<file path="src/verilog/lar_pkg.sv">
package lar_pkg;

    // Serial slave identity and framing.
    localparam logic [6:0] SLAVE_ADDR     = 7'h44;
    localparam logic [3:0] BITS_PER_BYTE  = 4'h8;

    // Register indices.
    localparam logic [7:0] IDX_PATH_CTRL  = 8'h00;
    localparam logic [7:0] IDX_THR_ADJ    = 8'h01;
    localparam logic [7:0] IDX_DEEMPH_RNG = 8'h02;
    localparam logic [7:0] IDX_OUT_SWING  = 8'h03;
    localparam logic [7:0] IDX_RX_OPT     = 8'h07;
    localparam logic [7:0] IDX_LOS_FALL   = 8'h0C;
    localparam logic [7:0] IDX_LOS_RISE   = 8'h0D;

    // Field positions in the path control register.
    localparam int POS_OFFSET_CANCEL_DIS  = 1;
    localparam int POS_LOS_RANGE          = 2;
    localparam int POS_OUTPUT_INVERT      = 4;

    // Field positions in the de-emphasis and range register.
    localparam int POS_DEEMPH_LO          = 0;
    localparam int POS_THR_RANGE_LO       = 4;

    // Field positions in the receiver optimisation register.
    localparam int POS_BIAS_BOOST         = 0;
    localparam int POS_RX_EQ_LO           = 1;
    localparam int POS_RX_APPLY           = 7;

    // Field positions in the two masking registers.
    localparam int POS_MASK_ENABLE        = 7;

    // Reset values.
    localparam logic [7:0] RST_ZERO       = 8'h00;
    localparam logic [7:0] RST_OUT_SWING  = 8'h02;

    // Masking time step in microseconds and the shift that multiplies by it.
    localparam int MASK_STEP_US           = 32;
    localparam int MASK_STEP_SHIFT        = $clog2(MASK_STEP_US);
    localparam int MASK_TIME_MIN_MAX_US   = 2000;

    typedef enum logic [3:0] {
        ST_IDLE,
        ST_DEV_ADDR,
        ST_ACK_DEV,
        ST_REG_ADDR,
        ST_ACK_REG,
        ST_WR_DATA,
        ST_ACK_DATA,
        ST_RD_DATA,
        ST_RD_ACK,
        ST_IGNORE
    } lar_state_t;

endpackage : lar_pkg

</file>
<file path="src/verilog/lar_ctrl_regs.sv">
`timescale 1ns/1ps
// Overview of operation
// [RULE_01] Offset-cancel-disable bit 1 of register 0 turns off offset cancellation.
// [RULE_02] Register 1 holds the eight-bit input threshold adjust code.
// [RULE_03] Threshold adjust circuitry is enabled only when register 1 is nonzero.
// [RULE_04] Two-bit range field in register 2 scales the threshold adjustment.
// [RULE_05] Register 7 settings act only while its apply bit 7 is one.
// [RULE_06] Bit 0 of register 7 adds extra input-stage bias current.
// [RULE_07] Two-bit equalisation field in register 7; code 00 gives input equalisation.
// [RULE_08] Master should write 0x81, or 0x85 for small input swings.
// [RULE_09] Three-bit output swing code in register 3 resets to 010.
// [RULE_10] Four-bit de-emphasis code in register 2 in one decibel steps.
// [RULE_11] Bit 4 of register 0 inverts the output data polarity.
// [RULE_12] Masking time grows by 32 microseconds per count.
// [RULE_13] Largest masking setting reaches at least 2000 microseconds.
// [RULE_14] Loss-of-signal range select zero picks the low threshold range.
// [RULE_15] Loss-of-signal range select one picks the high threshold range.
// [RULE_16] Loss-of-signal range select sits at bit 2 of register 0.
// [RULE_17] Registers 13 and 12 hold rise and fall mask enable and count.
// [RULE_18] Two-wire slave at 1000100, register index then one data byte.
// [RULE_19] Registers read back as written; undocumented defaults reset to zero.
module lar_ctrl_regs (
    // Clock and reset.
    input  wire logic       clock,
    input  wire logic       rstn,
    // Two-wire serial pins.
    input  wire logic       scl_pin,
    input  wire logic       sda_pin,
    output      logic       sda_drive,
    output      logic       sda_oe,
    // Receive path settings.
    output      logic       offset_cancel_disable,
    output      logic [7:0] threshold_adjust_code,
    output      logic       threshold_adjust_enable,
    output      logic [1:0] threshold_range_select,
    output      logic       bias_boost,
    output      logic [1:0] rx_equalization_option,
    // Output stage settings.
    output      logic [2:0] output_swing_code,
    output      logic [3:0] deemphasis_code,
    output      logic       output_invert,
    // Loss-of-signal settings.
    output      logic       los_range_select,
    output      logic       los_rise_mask_enable,
    output      logic [6:0] los_rise_mask_count,
    output      logic [11:0] los_rise_mask_time_us,
    output      logic       los_fall_mask_enable,
    output      logic [6:0] los_fall_mask_count,
    output      logic [11:0] los_fall_mask_time_us
);

    ////////////////////////////////////////////////////////////////////////////////
    // Pin conditioning and bus events.

    logic [1:0]          pins_q;
    logic                scl_f;
    logic                sda_f;
    logic                scl_prev_q;
    logic                sda_prev_q;
    logic                scl_rise;
    logic                scl_fall;
    logic                bus_start;
    logic                bus_stop;

    lar_pin_sync #(
        .WIDTH      (2),
        .IDLE_LEVEL (2'h3)
    ) u_pin_sync (
        .clock   (clock),
        .rstn    (rstn),
        .pin_raw ({scl_pin, sda_pin}),
        .pin_q   (pins_q)
    );

    assign scl_f = pins_q[1];
    assign sda_f = pins_q[0];

    always_ff @(posedge clock) begin
        if (!rstn) begin
            scl_prev_q <= 1'b1;
            sda_prev_q <= 1'b1;
        end else begin
            scl_prev_q <= scl_f;
            sda_prev_q <= sda_f;
        end
    end

    assign scl_rise  = !scl_prev_q && scl_f;
    assign scl_fall  = scl_prev_q && !scl_f;
    assign bus_start = scl_prev_q && scl_f && sda_prev_q && !sda_f;
    assign bus_stop  = scl_prev_q && scl_f && !sda_prev_q && sda_f;

    ////////////////////////////////////////////////////////////////////////////////
    // Register map helpers.

    function automatic logic reg_mapped(input logic [7:0] idx);
        case (idx)
            lar_pkg::IDX_PATH_CTRL, lar_pkg::IDX_THR_ADJ, lar_pkg::IDX_DEEMPH_RNG,
            lar_pkg::IDX_OUT_SWING, lar_pkg::IDX_RX_OPT, lar_pkg::IDX_LOS_FALL,
            lar_pkg::IDX_LOS_RISE: reg_mapped = 1'b1;
            default: reg_mapped = 1'b0;
        endcase
    endfunction : reg_mapped

    ////////////////////////////////////////////////////////////////////////////////
    // Serial slave state machine.

    lar_pkg::lar_state_t state_q;
    logic [3:0]          bit_cnt_q;
    logic [7:0]          shift_q;
    logic [7:0]          tx_q;
    logic [7:0]          reg_idx_q;
    logic                byte_done;
    logic                wr_stb;
    logic [7:0]          rd_data;

    logic [7:0]          path_control_q;
    logic [7:0]          threshold_adjust_q;
    logic [7:0]          deemphasis_and_range_q;
    logic [7:0]          output_swing_q;
    logic [7:0]          receiver_optimize_q;
    logic [7:0]          los_fall_mask_q;
    logic [7:0]          los_rise_mask_q;

    assign byte_done = (bit_cnt_q == lar_pkg::BITS_PER_BYTE);
    assign wr_stb    = scl_fall && byte_done && (state_q == lar_pkg::ST_WR_DATA);

    // Bits are taken on the rising clock edge and the line is changed on the falling
    // edge, so data never moves while the serial clock is high.
    always_ff @(posedge clock) begin
        if (!rstn) begin
            bit_cnt_q <= 4'h0;
            shift_q   <= 8'h00;
        end else if (bus_start || bus_stop) begin
            bit_cnt_q <= 4'h0;
        end else if (scl_rise) begin
            // The acknowledge pulse is not a data bit: it only rearms the counter, so the
            // direction bit and the received byte survive in the shift register.
            if (byte_done) begin
                bit_cnt_q <= 4'h0;
            end else begin
                shift_q   <= {shift_q[6:0], sda_f};
                bit_cnt_q <= bit_cnt_q + 4'h1;
            end
        end
    end

    // A repeated start keeps the register index, so a read addresses what the
    // preceding write phase selected. Only one data byte is served per transfer.
    always_ff @(posedge clock) begin
        if (!rstn) begin
            state_q   <= lar_pkg::ST_IDLE;
            reg_idx_q <= 8'h00;
            tx_q      <= 8'hFF;
        end else if (bus_start) begin
            state_q <= lar_pkg::ST_DEV_ADDR; // [RULE_18]
        end else if (bus_stop) begin
            state_q <= lar_pkg::ST_IDLE;
        end else if (scl_fall) begin
            case (state_q)
                lar_pkg::ST_DEV_ADDR: begin
                    if (byte_done) begin
                        if (shift_q[7:1] == lar_pkg::SLAVE_ADDR) begin
                            state_q <= lar_pkg::ST_ACK_DEV; // [RULE_18]
                        end else begin
                            state_q <= lar_pkg::ST_IGNORE;
                        end
                    end
                end
                lar_pkg::ST_ACK_DEV: begin
                    if (shift_q[0]) begin
                        state_q <= lar_pkg::ST_RD_DATA;
                        tx_q    <= rd_data;
                    end else begin
                        state_q <= lar_pkg::ST_REG_ADDR;
                    end
                end
                lar_pkg::ST_REG_ADDR: begin
                    if (byte_done) begin
                        reg_idx_q <= shift_q; // [RULE_18]
                        state_q   <= lar_pkg::ST_ACK_REG;
                    end
                end
                lar_pkg::ST_ACK_REG: begin
                    state_q <= lar_pkg::ST_WR_DATA;
                end
                lar_pkg::ST_WR_DATA: begin
                    if (byte_done) begin
                        state_q <= lar_pkg::ST_ACK_DATA;
                    end
                end
                lar_pkg::ST_ACK_DATA: begin
                    state_q <= lar_pkg::ST_IGNORE; // [RULE_18]
                end
                lar_pkg::ST_RD_DATA: begin
                    if (byte_done) begin
                        state_q <= lar_pkg::ST_RD_ACK;
                    end else begin
                        tx_q <= {tx_q[6:0], 1'b1};
                    end
                end
                lar_pkg::ST_RD_ACK: begin
                    state_q <= lar_pkg::ST_IGNORE;
                end
                lar_pkg::ST_IDLE, lar_pkg::ST_IGNORE: begin
                    state_q <= state_q;
                end
                default: begin
                    state_q <= lar_pkg::ST_IDLE;
                end
            endcase
        end
    end

    // The line is only ever pulled low; a high level is left to the pull-up.
    assign sda_drive = 1'b0;
    assign sda_oe = (state_q == lar_pkg::ST_ACK_DEV) || (state_q == lar_pkg::ST_ACK_REG) ||
                    (state_q == lar_pkg::ST_ACK_DATA) ||
                    ((state_q == lar_pkg::ST_RD_DATA) && !tx_q[7]);

    ////////////////////////////////////////////////////////////////////////////////
    // Register bank.

    always_comb begin
        rd_data = 8'h00;
        case (reg_idx_q)
            lar_pkg::IDX_PATH_CTRL:  rd_data = path_control_q; // [RULE_19]
            lar_pkg::IDX_THR_ADJ:    rd_data = threshold_adjust_q;
            lar_pkg::IDX_DEEMPH_RNG: rd_data = deemphasis_and_range_q;
            lar_pkg::IDX_OUT_SWING:  rd_data = output_swing_q;
            lar_pkg::IDX_RX_OPT:     rd_data = receiver_optimize_q;
            lar_pkg::IDX_LOS_FALL:   rd_data = los_fall_mask_q;
            lar_pkg::IDX_LOS_RISE:   rd_data = los_rise_mask_q;
            default:                 rd_data = 8'h00;
        endcase
    end

    // Writes to unmapped indices are acknowledged but dropped.
    always_ff @(posedge clock) begin
        if (!rstn) begin
            path_control_q         <= lar_pkg::RST_ZERO; // [RULE_19]
            threshold_adjust_q     <= lar_pkg::RST_ZERO;
            deemphasis_and_range_q <= lar_pkg::RST_ZERO;
            output_swing_q         <= lar_pkg::RST_OUT_SWING; // [RULE_09]
            receiver_optimize_q    <= lar_pkg::RST_ZERO;
            los_fall_mask_q        <= lar_pkg::RST_ZERO;
            los_rise_mask_q        <= lar_pkg::RST_ZERO;
        end else if (wr_stb && reg_mapped(reg_idx_q)) begin
            case (reg_idx_q)
                lar_pkg::IDX_PATH_CTRL:  path_control_q         <= shift_q;
                lar_pkg::IDX_THR_ADJ:    threshold_adjust_q     <= shift_q; // [RULE_02]
                lar_pkg::IDX_DEEMPH_RNG: deemphasis_and_range_q <= shift_q;
                lar_pkg::IDX_OUT_SWING:  output_swing_q         <= shift_q;
                lar_pkg::IDX_RX_OPT:     receiver_optimize_q    <= shift_q; // [RULE_08]
                lar_pkg::IDX_LOS_FALL:   los_fall_mask_q        <= shift_q; // [RULE_17]
                lar_pkg::IDX_LOS_RISE:   los_rise_mask_q        <= shift_q; // [RULE_17]
                default:                 path_control_q         <= path_control_q;
            endcase
        end
    end

    ////////////////////////////////////////////////////////////////////////////////
    // Settings presented to the analog path.

    logic rx_apply;

    assign rx_apply = receiver_optimize_q[lar_pkg::POS_RX_APPLY];

    always_ff @(posedge clock) begin
        if (!rstn) begin
            offset_cancel_disable   <= 1'b0;
            threshold_adjust_code   <= 8'h00;
            threshold_adjust_enable <= 1'b0;
            threshold_range_select  <= 2'h0;
            bias_boost              <= 1'b0;
            rx_equalization_option  <= 2'h0;
            output_swing_code       <= 3'h2;
            deemphasis_code         <= 4'h0;
            output_invert           <= 1'b0;
            los_range_select        <= 1'b0;
            los_rise_mask_enable    <= 1'b0;
            los_rise_mask_count     <= 7'h00;
            los_rise_mask_time_us   <= 12'h000;
            los_fall_mask_enable    <= 1'b0;
            los_fall_mask_count     <= 7'h00;
            los_fall_mask_time_us   <= 12'h000;
        end else begin
            offset_cancel_disable   <= path_control_q[lar_pkg::POS_OFFSET_CANCEL_DIS]; // [RULE_01]
            threshold_adjust_code   <= threshold_adjust_q; // [RULE_02]
            threshold_adjust_enable <= (threshold_adjust_q != 8'h00); // [RULE_03]
            threshold_range_select  <= // [RULE_04]
                                       deemphasis_and_range_q[lar_pkg::POS_THR_RANGE_LO +: 2];
            // Without the apply bit the receiver falls back to its built-in defaults.
            bias_boost              <= rx_apply && // [RULE_05] [RULE_06]
                                       receiver_optimize_q[lar_pkg::POS_BIAS_BOOST];
            rx_equalization_option  <= rx_apply ? receiver_optimize_q[lar_pkg::POS_RX_EQ_LO +: 2]
                                                : 2'h0; // [RULE_05] [RULE_07]
            output_swing_code       <= output_swing_q[2:0]; // [RULE_09]
            deemphasis_code         <= // [RULE_10]
                                       deemphasis_and_range_q[lar_pkg::POS_DEEMPH_LO +: 4];
            output_invert           <= path_control_q[lar_pkg::POS_OUTPUT_INVERT]; // [RULE_11]
            los_range_select        <= // [RULE_14] [RULE_15] [RULE_16]
                                       path_control_q[lar_pkg::POS_LOS_RANGE];
            los_rise_mask_enable    <= los_rise_mask_q[lar_pkg::POS_MASK_ENABLE]; // [RULE_17]
            los_rise_mask_count     <= los_rise_mask_q[6:0];
            los_rise_mask_time_us   <= {los_rise_mask_q[6:0], 5'h00}; // [RULE_12] [RULE_13]
            los_fall_mask_enable    <= los_fall_mask_q[lar_pkg::POS_MASK_ENABLE]; // [RULE_17]
            los_fall_mask_count     <= los_fall_mask_q[6:0];
            los_fall_mask_time_us   <= {los_fall_mask_q[6:0], 5'h00}; // [RULE_12] [RULE_13]
        end
    end

    ////////////////////////////////////////////////////////////////////////////////
    // Assertions.

    a_offset_cancel_disable_follow: assert property (@(posedge clock) disable iff (!rstn) // [RULE_01]
        wr_stb && (reg_idx_q == lar_pkg::IDX_PATH_CTRL)
        |-> ##2 (offset_cancel_disable == $past(shift_q[1], 2)))
        else $error("offset cancel disable did not follow register write");

    a_threshold_adjust_code_enable: assert property (@(posedge clock) disable iff (!rstn) // [RULE_03]
        threshold_adjust_enable == (threshold_adjust_code != 8'h00))
        else $error("threshold adjust enable disagrees with code");

    a_rx_apply_gate: assert property (@(posedge clock) disable iff (!rstn) // [RULE_05]
        !rx_apply |=> (!bias_boost && (rx_equalization_option == 2'h0)))
        else $error("receiver settings active without apply bit");

    a_swing_default: assert property (@(posedge clock) // [RULE_09]
        !rstn |=> (output_swing_q == 8'h02))
        else $error("output swing register not at default after reset");

    a_mask_step: assert property (@(posedge clock) disable iff (!rstn) // [RULE_12]
        los_rise_mask_time_us == 12'(los_rise_mask_count) * 12'h020)
        else $error("rise masking time not 32 us per count");

    a_mask_reach: assert property (@(posedge clock) disable iff (!rstn) // [RULE_13]
        (los_fall_mask_count == 7'h7F) |-> (los_fall_mask_time_us >= 12'd2000))
        else $error("largest masking time below 2000 us");

    a_invert_follow: assert property (@(posedge clock) disable iff (!rstn) // [RULE_11]
        $changed(path_control_q[4]) |=> (output_invert == $past(path_control_q[4])))
        else $error("output invert did not follow register");

    a_los_range: assert property (@(posedge clock) disable iff (!rstn) // [RULE_16]
        ##1 (los_range_select == $past(path_control_q[2])))
        else $error("loss of signal range not taken from bit 2");

    a_addr_ack: assert property (@(posedge clock) disable iff (!rstn) // [RULE_18]
        (state_q == lar_pkg::ST_DEV_ADDR) && scl_fall && byte_done && (shift_q[7:1] != 7'h44)
        |=> !sda_oe [*4])
        else $error("foreign slave address was acknowledged");

    a_read_back: assert property (@(posedge clock) disable iff (!rstn) // [RULE_19]
        wr_stb && (reg_idx_q == lar_pkg::IDX_THR_ADJ) |=> (rd_data == $past(shift_q)))
        else $error("register did not read back written value");

    c_write_done: cover property (@(posedge clock) disable iff (!rstn)
        wr_stb && (reg_idx_q == lar_pkg::IDX_RX_OPT));

    c_read_done: cover property (@(posedge clock) disable iff (!rstn)
        (state_q == lar_pkg::ST_RD_ACK) && scl_fall);

    c_foreign_addr: cover property (@(posedge clock) disable iff (!rstn)
        (state_q == lar_pkg::ST_DEV_ADDR) ##1 (state_q == lar_pkg::ST_IGNORE));

endmodule : lar_ctrl_regs

</file>
<file path="src/verilog/lar_pin_sync.sv">
`timescale 1ns/1ps
module lar_pin_sync #(
    parameter int          WIDTH      = 2,
    parameter logic [1:0]  IDLE_LEVEL = 2'h3
) (
    // Clock and reset.
    input  wire logic             clock,
    input  wire logic             rstn,
    // Raw pin levels and their filtered copies.
    input  wire logic [WIDTH-1:0] pin_raw,
    output      logic [WIDTH-1:0] pin_q
);

    logic [WIDTH-1:0] s1_q;
    logic [WIDTH-1:0] s2_q;
    logic [WIDTH-1:0] s3_q;

    // The first stage feeds only the second; the filter compares stages two and three.
    genvar g;
    generate
        for (g = 0; g < WIDTH; g++) begin : g_bit
            always_ff @(posedge clock) begin
                if (!rstn) begin
                    s1_q[g]  <= IDLE_LEVEL[g];
                    s2_q[g]  <= IDLE_LEVEL[g];
                    s3_q[g]  <= IDLE_LEVEL[g];
                    pin_q[g] <= IDLE_LEVEL[g];
                end else begin
                    s1_q[g] <= pin_raw[g];
                    s2_q[g] <= s1_q[g];
                    s3_q[g] <= s2_q[g];
                    if (s2_q[g] == s3_q[g]) begin
                        pin_q[g] <= s3_q[g];
                    end
                end
            end
        end
    endgenerate

endmodule : lar_pin_sync

</file>
<file path="config.mk">
export PLATFORM = sky130hd
export DESIGN_NAME = lar_ctrl_regs
export DESIGN_NICKNAME = d
export VERILOG_FILES = /design/src/verilog/lar_pkg.sv /design/src/verilog/lar_ctrl_regs.sv /design/src/verilog/lar_pin_sync.sv
export SDC_FILE = /design/constraint.sdc
export NUM_CORES = 1
export LEC_CHECK = 0
export BUFFER_PORTS_ARGS = -buffer_cell sky130_fd_sc_hd__clkbuf_2
export CELL_PAD_IN_SITES_DETAIL_PLACEMENT = 0
export CELL_PAD_IN_SITES_GLOBAL_PLACEMENT = 1
export CORE_MARGIN = 8
export CORE_UTILIZATION = 40
export CTS_BUF_LIST = sky130_fd_sc_hd__clkbuf_4 sky130_fd_sc_hd__clkbuf_8
export CTS_CLUSTER_DIAMETER = 50
export DETAILED_ROUTE_END_ITERATION = 8
export GPL_ROUTABILITY_DRIVEN = 1
export PLACE_DENSITY_LB_ADDON = 0.1
export SYNTH_ARGS = -nofsm -noshare
export SYNTH_HDL_FRONTEND = slang
export SYNTH_SLANG_ARGS = --single-unit
</file>
<file path="constraint.sdc">
create_clock -name clock -period 2.7 [get_ports clock]
set_input_delay 0 -clock clock [delete_from_list [all_inputs] [get_ports clock]]
set_output_delay 0 -clock clock [all_outputs]
set_load 0.01 [all_outputs]
</file>
Yosys cells after proc, flatten, opt, wreduce, memory -nomap -nowiden. Cells that the tools add are included.

Flip-flop bits (word level): 148. Bits of input ports: 4. Output and inout port bits: 66. Logic and storage cells: 137.

$add $sub $neg: 1. Equality and inequality tests: 30. Mux-type cells: 17. Bitwise operators: 6. Reductions and logical operators: 44.

Operator list (number): 8-bit case mux with 7 select lines (1); 4-bit case mux with 8 select lines (1); 4-bit two-way mux (6); 6-bit AND reduction (3); 4-bit by 3-bit == test with 1-bit output (second input constant) (4); 8-bit by 2-bit == test with 1-bit output (second input constant) (2); 8-bit by 4-bit == test with 1-bit output (second input constant) (2); 8-bit two-way mux (2); 4-bit != test (second input constant) (4); 8-bit case mux with 2 select lines (1); 2-bit AND reduction (8); 4-bit == test (second input constant) (3); 1-bit logical AND (12); 2-bit != test (second input constant) (6); 4-bit by 2-bit == test with 1-bit output (second input constant) (2); 8-bit by 1-bit == test with 1-bit output (second input constant) (1); 8-bit by 3-bit == test with 1-bit output (second input constant) (1); 8-bit logical NOT (1); 8-bit nonzero test (1); 7-bit == test (second input constant) (1); 7-bit OR reduction (1); 1-bit inverter (6); 2-bit OR reduction (3); 1-bit logical NOT (5); other kinds (13) (21).

Logic depth before layout (Yosys ltp). Gate-level depths: netlist of the first run.

Depth after elaboration: 7. Gate-level depth with buffers: 8. Depth with buffers taken out: 6.

By module. Synthesis of the first run repeated with hierarchy kept, for this count alone.

Cell total of the unflattened synthesis: 612. Area total of the unflattened synthesis: 5784.3 um^2.

By module, submodules not included: lar_ctrl_regs (instances 1, cells each 592, area an instance 5559.1 um^2, sequential area each 2602.5 um^2); lar_pin_sync (instances 1, cells each 20, area an instance 225.2 um^2, sequential area each 160.2 um^2).

Worst setup path before layout of the first run. Ideal clock, no wire load.

Kind: register to register. From: reg bit_cnt_q[0]. To: reg output_swing_q[1]. Library setup time: 0.121 ns. Arrival: 1.737 ns. Data required time: 2.579 ns. Setup slack: 0.842 ns. Stages on the path, launching flop included: 8. Buffers on the path: 1. Period minus slack after synthesis: 1.858 ns. Cells stage by stage: dfxtp_1 inv_1 ha_1 and3b_1 buf_2 nand4b_4 nor3_4 mux2_2.

Word-level cells in the longest chain between the ends: 5.

RTL lines: from (decl) (line lar_ctrl_regs.sv:109) `logic [3:0] bit_cnt_q;`; from (signal assigned) (line lar_ctrl_regs.sv:143) `bit_cnt_q <= bit_cnt_q + 4'h1;`; 4-bit == test (line lar_ctrl_regs.sv:125) `assign byte_done = (bit_cnt_q == lar_pkg::BITS_PER_BYTE);`; 1-bit logical AND (2 in a row) (line lar_ctrl_regs.sv:126) `assign wr_stb = scl_fall && byte_done && (state_q == lar_pkg::ST_WR_DATA);`; 1-bit logical AND (line lar_ctrl_regs.sv:248) `end else if (wr_stb && reg_mapped(reg_idx_q)) begin`; 2-bit AND reduction (no line); to (signal assigned) (line lar_ctrl_regs.sv:244) `output_swing_q <= lar_pkg::RST_OUT_SWING;`; to (signal assigned) (line lar_ctrl_regs.sv:253) `lar_pkg::IDX_OUT_SWING: output_swing_q <= shift_q;`; to (decl) (line lar_ctrl_regs.sv:120) `logic [7:0] output_swing_q;`.

Every way passes these cells. A chain may end at the register's enable or synchronous reset.

Worst setup path after layout of the first run.
From: reg bit_cnt_q[0]. To: reg threshold_adjust_q[6].

Word-level cells in the longest chain between the ends: 5.

RTL lines: 4-bit == test (line lar_ctrl_regs.sv:125); 1-bit logical AND (2 in a row) (line lar_ctrl_regs.sv:126); 1-bit logical AND (line lar_ctrl_regs.sv:248); 2-bit AND reduction (no line); to (signal assigned) (line lar_ctrl_regs.sv:242) `threshold_adjust_q <= lar_pkg::RST_ZERO;`; to (signal assigned) (line lar_ctrl_regs.sv:251) `lar_pkg::IDX_THR_ADJ: threshold_adjust_q <= shift_q;`; to (decl) (line lar_ctrl_regs.sv:118) `logic [7:0] threshold_adjust_q;`.

Every way passes these cells.

==> results.py, run 1 <==
metrics = {
    "drt": {
        "drt_wl_total_mm": 15.2,
        "drt-initial-drc-count": 218,
        "drc_errors": 0,
        "via_per_inst": 5.21,
        "first_pass_iters": 5,
        "vias": 4474,
        "ant_nets": 0,
        "wl_per_cell_um": 17.7,
    },
    "synth": {
        "synth_warnings": 0,
        "synth-compound-area-share": 0.113,
        "synth_cell_type_count": 58,
        "ys.flop_type": "dfxtp_1",
        "synth_area_leaders": "dfxtp_1 (47%), mux2i_1 (8.8%), nand2_1 (5.2%)",
        "synthMuxAreaShare": 0.113,
        "synth_top_area_cell": "dfxtp_1",
        "ys_ff_latch": 138,
        "synth_cells": 620,
        "synth_commonest_cells": "dfxtp_1 (138), nand2_1 (81), mux2i_1 (51)",
        "syn-cell-area_um2": 5830,
        "synth_top_family_by_area": "simple AND/OR/NAND/NOR gates",
        "synthArstFlopShare": 0,
        "yosysMostFrequentCell": "dfxtp_1",
        "synth_simple_gate_area_frac": 0.203,
        "seq_area_frac_synth": 0.474,
        "avgSynthCellArea_um2": 9.41,
        "synth_edf_count": 0,
        "synth.top_cell.area_share": 0.474,
        "synth_fa_ha_area_frac": 0.00429,
        "synth_xor_area_frac": 0.00150,
    },
    "clocking": {
        "htree_levels": 4,
        "clockRootBuffer": "clkbuf_8",
        "cts.sinks": 138,
        "worstSkewPairLatency_ps": 450,
        "cts_hold_buf": 2,
        "clk_pin_slew_worst_paths_ps": 80,
        "post-cts-setup-buffers": 0,
        "cts_tree": "built",
        "cts_made_buffers": 17,
        "clock_path_buffers": 2,
        "cts_resized": 0,
    },
    "setup_path": {
        "critPathCaptureType": "flop",
        "crit_type": "reg -> reg",
        "arrival_ps": 2540,
        "cp.required_ps": 3070,
        "start_kind": "flop",
        "path_max_fanout": 19,
    },
    "sta": {
        "setup_slack_ps": 532,
        "hold_viol": 0,
        "relSlewSlack": 0.524,
        "setup_tns_ps": 0,
        "grt_setup_unrepaired": "no",
        "worst_pin_slew_ps": 714,
        "min_period_ps": 2170,
        "setup_viol": 0,
        "finClkSkew_ps": 7.91,
        "fmax_mhz": 461,
        "layout_worst_path_cycle_share": 0.803,
        "slew_viol_final": 0,
    },
    "floorplanning": {
        "ioPinCount": 70,
        "rows": 44,
        "die_w_um": 137,
        "start_util": 0.406,
        "die_h_um": 137,
        "coreArea_um2": 14400,
        "fp.dieArea_um2": 18700,
    },
    "final_layout": {
        "drive_above_1_share": 0.193,
        "syn_to_final_growth_pct": 12.9,
        "diodes": 0,
        "num-fill-cells": 1412,
        "seq_area_um2": 2760,
        "multi_input_area_um2": 2580,
        "final_nets": 667,
    },
    "power": {
        "power_leakage_nw": 2.85,
        "totalPowerFinal_mw": 3.86,
        "ir_drop_uv": 263,
        "power_density_nw_per_um2": 586,
    },
    "flow_run": {
        "maxCapViolations": 0,
    },
    "global_route": {
        "grt_pass1_wl_mm": 24.3,
        "grt_pass1_vias": 4324,
        "antenna_found_initial": 0,
        "grt_overflow_total": 0,
        "grt_max_degree": 37,
        "track_usage": 0.170,
    },
    "hold_path": {
        "hold_class": "in -> reg",
    },
    "placement": {
        "pre_cts_slack_ps": 539,
        "portBuffers": 58,
        "hpwl_mm": 10.8,
        "gp_congestion": 0.806,
    },
    "status": {
        "status": "complete, no violations",
    },
}
-- cells in the final DEF (no fill, tap or decap), types with 10 or more instances in the layout --
cell type | netlist | layout
buf_4 | 26 | 16
conb_1 | 1 | 11
nand2_1 | 81 | 81
inv_1 | 42 | 42
clkbuf_2 | 0 | 58
a21oi_1 | 35 | 35
nand3_1 | 19 | 19
o21ai_0 | 13 | 13
dfxtp_1 | 138 | 138
o21ai_1 | 10 | 10
nor2_1 | 22 | 22
mux2i_1 | 51 | 51
nand4b_1 | 11 | 11
clkbuf_8 | 0 | 18
nand2b_1 | 13 | 13
-- report_power, final --
group          switching, mW  internal [mW]  leakage (nW)  total (mW)
logic                 0.0392        0.00912          1.54      0.0483
registers            0.00195           2.04          1.11        2.04
clock network          0.833          0.941         0.205        1.77
total                  0.874           2.99          2.85        3.86
-- routing by layer --
| layer | wire length (um) | GRT usage | part of all wire |
|---|---|---|---|
| met5 | 0 | 0 | 0 |
| met4 | 344 | 0.0799 | 0.023 |
| met3 | 780 | 0.0393 | 0.051 |
| met2 | 7090 | 0.256 | 0.47 |
| met1 | 6990 | 0.227 | 0.46 |
-- final timing paths --
kind	from	endpoint	slack [ps]	depth (start not counted)
setup / recovery	bit_cnt_q[0]	threshold_adjust_q[6]	530	7
hold reg to reg	u_pin_sync.s1_q[0]	u_pin_sync.s2_q[0]	410	1
setup reg to reg	bit_cnt_q[0]	threshold_adjust_q[6]	530	7
hold / removal	rstn	u_pin_sync.s1_q[1]	180	2
-- final cells by class --
cell class | instances | area share
repair buffers | 76 | 0.0653
clock inverters | 14 | 0.0260
flip-flops and latches | 138 | 0.419
well taps | 184 | 0.0349
multi-input cells | 385 | 0.392
clock buffers | 18 | 0.0376
inverters | 43 | 0.0245
-- through the flow --
step | area [um2] | util | std cells | hold WS (ps)
3_5_place_dp | 6150 | 0.428 | 824 | 187
5_1_grt | 6590 | 0.458 | 858 | 228
4_1_cts | 6590 | 0.458 | 858 | 159
2_1_floorplan | 5870 | - | 630 | 101
3_3_place_gp | 6150 | 0.428 | 824 | 181
6_report | 6590 | 0.458 | 858 | 179
-- critical path, stage by stage, from the launching register on --
cell      delay, ps
dfxtp_1         340
inv_1            80
ha_1            160
and3b_1         330
nand4b_4        370
nor4b_2         330
buf_4           240
mux2i_1         220
-- cells by family after synthesis --
logic type               count (synthesis)
AND/OR/NAND/NOR                        207
AO/OA/AOI/OAI                          104
multiplexers                            60
flip-flops                             138
XOR/XNOR                                 1
other                                    1
buffers and inverters                  107
adder cells (fa/ha/maj)                  2
No activity file was read; power rests on OpenSTA's default activity.
==> inputs of run 2 (changes only) <==
Clock period 2.7 ns to 1.75 ns, I/O delays scaled along.
==> results.py, run 2 (synthesized netlist as in run 1, its figures left out) <==
metrics = {
    "flow_run": {
        "maxCapViolations": 0,
    },
    "clocking": {
        "cts_made_buffers": 17,
        "cts.sinks": 138,
        "htree_levels": 4,
        "clockRootBuffer": "clkbuf_8",
        "clock_path_buffers": 2,
        "cts_tree": "built",
        "clk_pin_slew_worst_paths_ps": 80,
        "worstSkewPairLatency_ps": 460,
    },
    "power": {
        "p_switching_mw": 1.36,
        "power_frac_seq": 0.534,
        "clkPwrFrac": 0.452,
        "power_density_nw_per_um2": 796,
        "comb_power_share": 0.014,
        "p_sw_frac": 0.230,
        "ir_drop_uv": 416,
        "internal_power_mw": 4.53,
        "power_leakage_nw": 3.30,
    },
    "setup_path": {
        "crit_buf_inv": 1,
        "crit_type": "reg -> reg",
        "cp_top_family": "simple AND/OR/NAND/NOR gates",
        "critPathMaxStageDelay_ps": 590,
        "crit_slowest_cell": "or4_4",
        "critPathCaptureType": "flop",
        "start_kind": "flop",
        "path_max_fanout": 8,
        "arrival_ps": 2170,
        "cp.required_ps": 2090,
        "cp_cell_sequence": "or3_4 > buf_6 > or4_4 > o21ai_1 > a21oi_1",
    },
    "sta": {
        "finClkSkew_ps": 18.4,
        "min_period_ps": 1830,
        "fmax_mhz": 547,
        "setup_slack_ps": -78.7,
        "setup_viol": 19,
        "grt_setup_unrepaired": "yes",
        "layout_worst_path_cycle_share": 1.04,
        "hold_viol": 0,
        "slew_viol_final": 0,
        "worst_pin_slew_ps": 599,
        "relSlewSlack": 0.595,
    },
    "final_layout": {
        "drive_above_1_share": 0.317,
        "design_area_um2": 7390,
        "mostFrequentLayoutCells": "dfxtp_1 (132), nand2_1 (81), buf_4 (73)",
        "final_nets": 740,
        "num-fill-cells": 1375,
        "diodes": 0,
        "finish.utilization": 0.515,
        "final_common_cell": "dfxtp_1",
        "syn_to_final_growth_pct": 26.8,
    },
    "status": {
        "violations": "setup timing",
        "status": "finished with violations",
    },
    "drt": {
        "ant_nets": 0,
        "vias": 4790,
        "via_per_inst": 5.15,
        "drt-initial-drc-count": 255,
        "wl_per_cell_um": 17.0,
        "drc_errors": 0,
        "first_pass_iters": 5,
        "drt_wl_total_mm": 15.8,
    },
    "floorplanning": {
        "die_w_um": 137,
        "coreArea_um2": 14400,
        "fp.dieArea_um2": 18700,
        "die_h_um": 137,
        "rows": 44,
        "start_util": 0.406,
        "ioPinCount": 70,
    },
    "global_route": {
        "antenna_found_initial": 0,
        "grt_pass1_wl_mm": 24.7,
        "track_usage": 0.172,
        "busiest_layer": "met2",
        "grt_pass1_vias": 4680,
        "grt_overflow_total": 0,
        "use_met3": 0.0389,
        "gr-usage-met1": 0.213,
        "globalRouteMet2Util": 0.288,
        "grt_max_degree": 27,
    },
    "placement": {
        "place_area_um2": 6690,
        "gp_congestion": 0.866,
        "hpwl_mm": 11.8,
        "portBuffers": 58,
    },
    "hold_path": {
        "hold_class": "in -> reg",
    },
}
## run 2: cell types whose count changed in the layout (fill, tap and decap cells not counted), moves of 4 or more
cell,change
buf_4,+57
o21ai_2,+7
dfxtp_1,-6
dfxtp_2,+4
o21ai_1,-7
buf_6,+9
buf_12,+5
## run 2: routing by layer
layer  wire (um)  vias up
met3         807       16
met5           0        -
met2        7660      105
met4         272        0
li1            -     2351
met1        7100     2318
## run 2: final timing paths
path                      startpoint                   endpoint  slack, ps  cells past startpoint
setup / recovery        reg_idx_q[6]  deemphasis_and_range_q[2]        -80                      5
hold / removal                  rstn                 sda_prev_q         20                      2
setup reg to reg        reg_idx_q[6]  deemphasis_and_range_q[2]        -80                      5
hold reg to reg   u_pin_sync.s1_q[1]         u_pin_sync.s2_q[1]        420                      1
## run 2: area by class of cell
type,instances,area [um2],share of cell area
Sequential cell,138,2780,0.375
Multi-Input combinational cell,385,2740,0.370
Timing Repair Buffer,149,1080,0.146
Clock buffer,20,269,0.0364
Tap cell,184,230,0.0311
Inverter,43,161,0.0218
Clock inverter,12,140,0.0190
## run 2: stage by stage
step	worst slack [ps]	hold slack, ps	power (mW)	std cells	TNS [ps]
2_1_floorplan	-85.9	101	3.29	630	-85.9
3_3_place_gp	-160	189	3.30	885	-1270
3_5_place_dp	-184	186	3.30	885	-1880
4_1_cts	-44.4	14.9	5.96	923	-310
5_1_grt	-131	71.4	6.10	931	-2600
6_report	-78.7	20.7	5.89	931	-364
## run 2: repair_timing
| item | in CTS | in global routing |
|---|---|---|
| setup buffers | 3 | 9 |
| resized for setup | 13 | 33 |
| hold endpoints to repair | 2 | 0 |
| setup endpoints to repair | 48 | 62 |
| pin swaps | 10 | 8 |
| gates cloned | 1 | 0 |
| hold buffers | 2 | 0 |
## run 2: power by group through the flow
stage	combinational [mW]	sequential, mW	clock (mW)
global placement	0.0776	3.22	0
floorplan	0.0708	3.22	0
detailed placement	0.0778	3.22	0
global route	0.0928	3.14	2.86
finish	0.0832	3.14	2.66
CTS	0.0815	3.14	2.74
## run 2: worst register-to-register path: stages (launching register included)
cell	delay, ps
dfxtp_2	320
or3_4	390
buf_6	150
or4_4	590
o21ai_1	190
a21oi_1	80
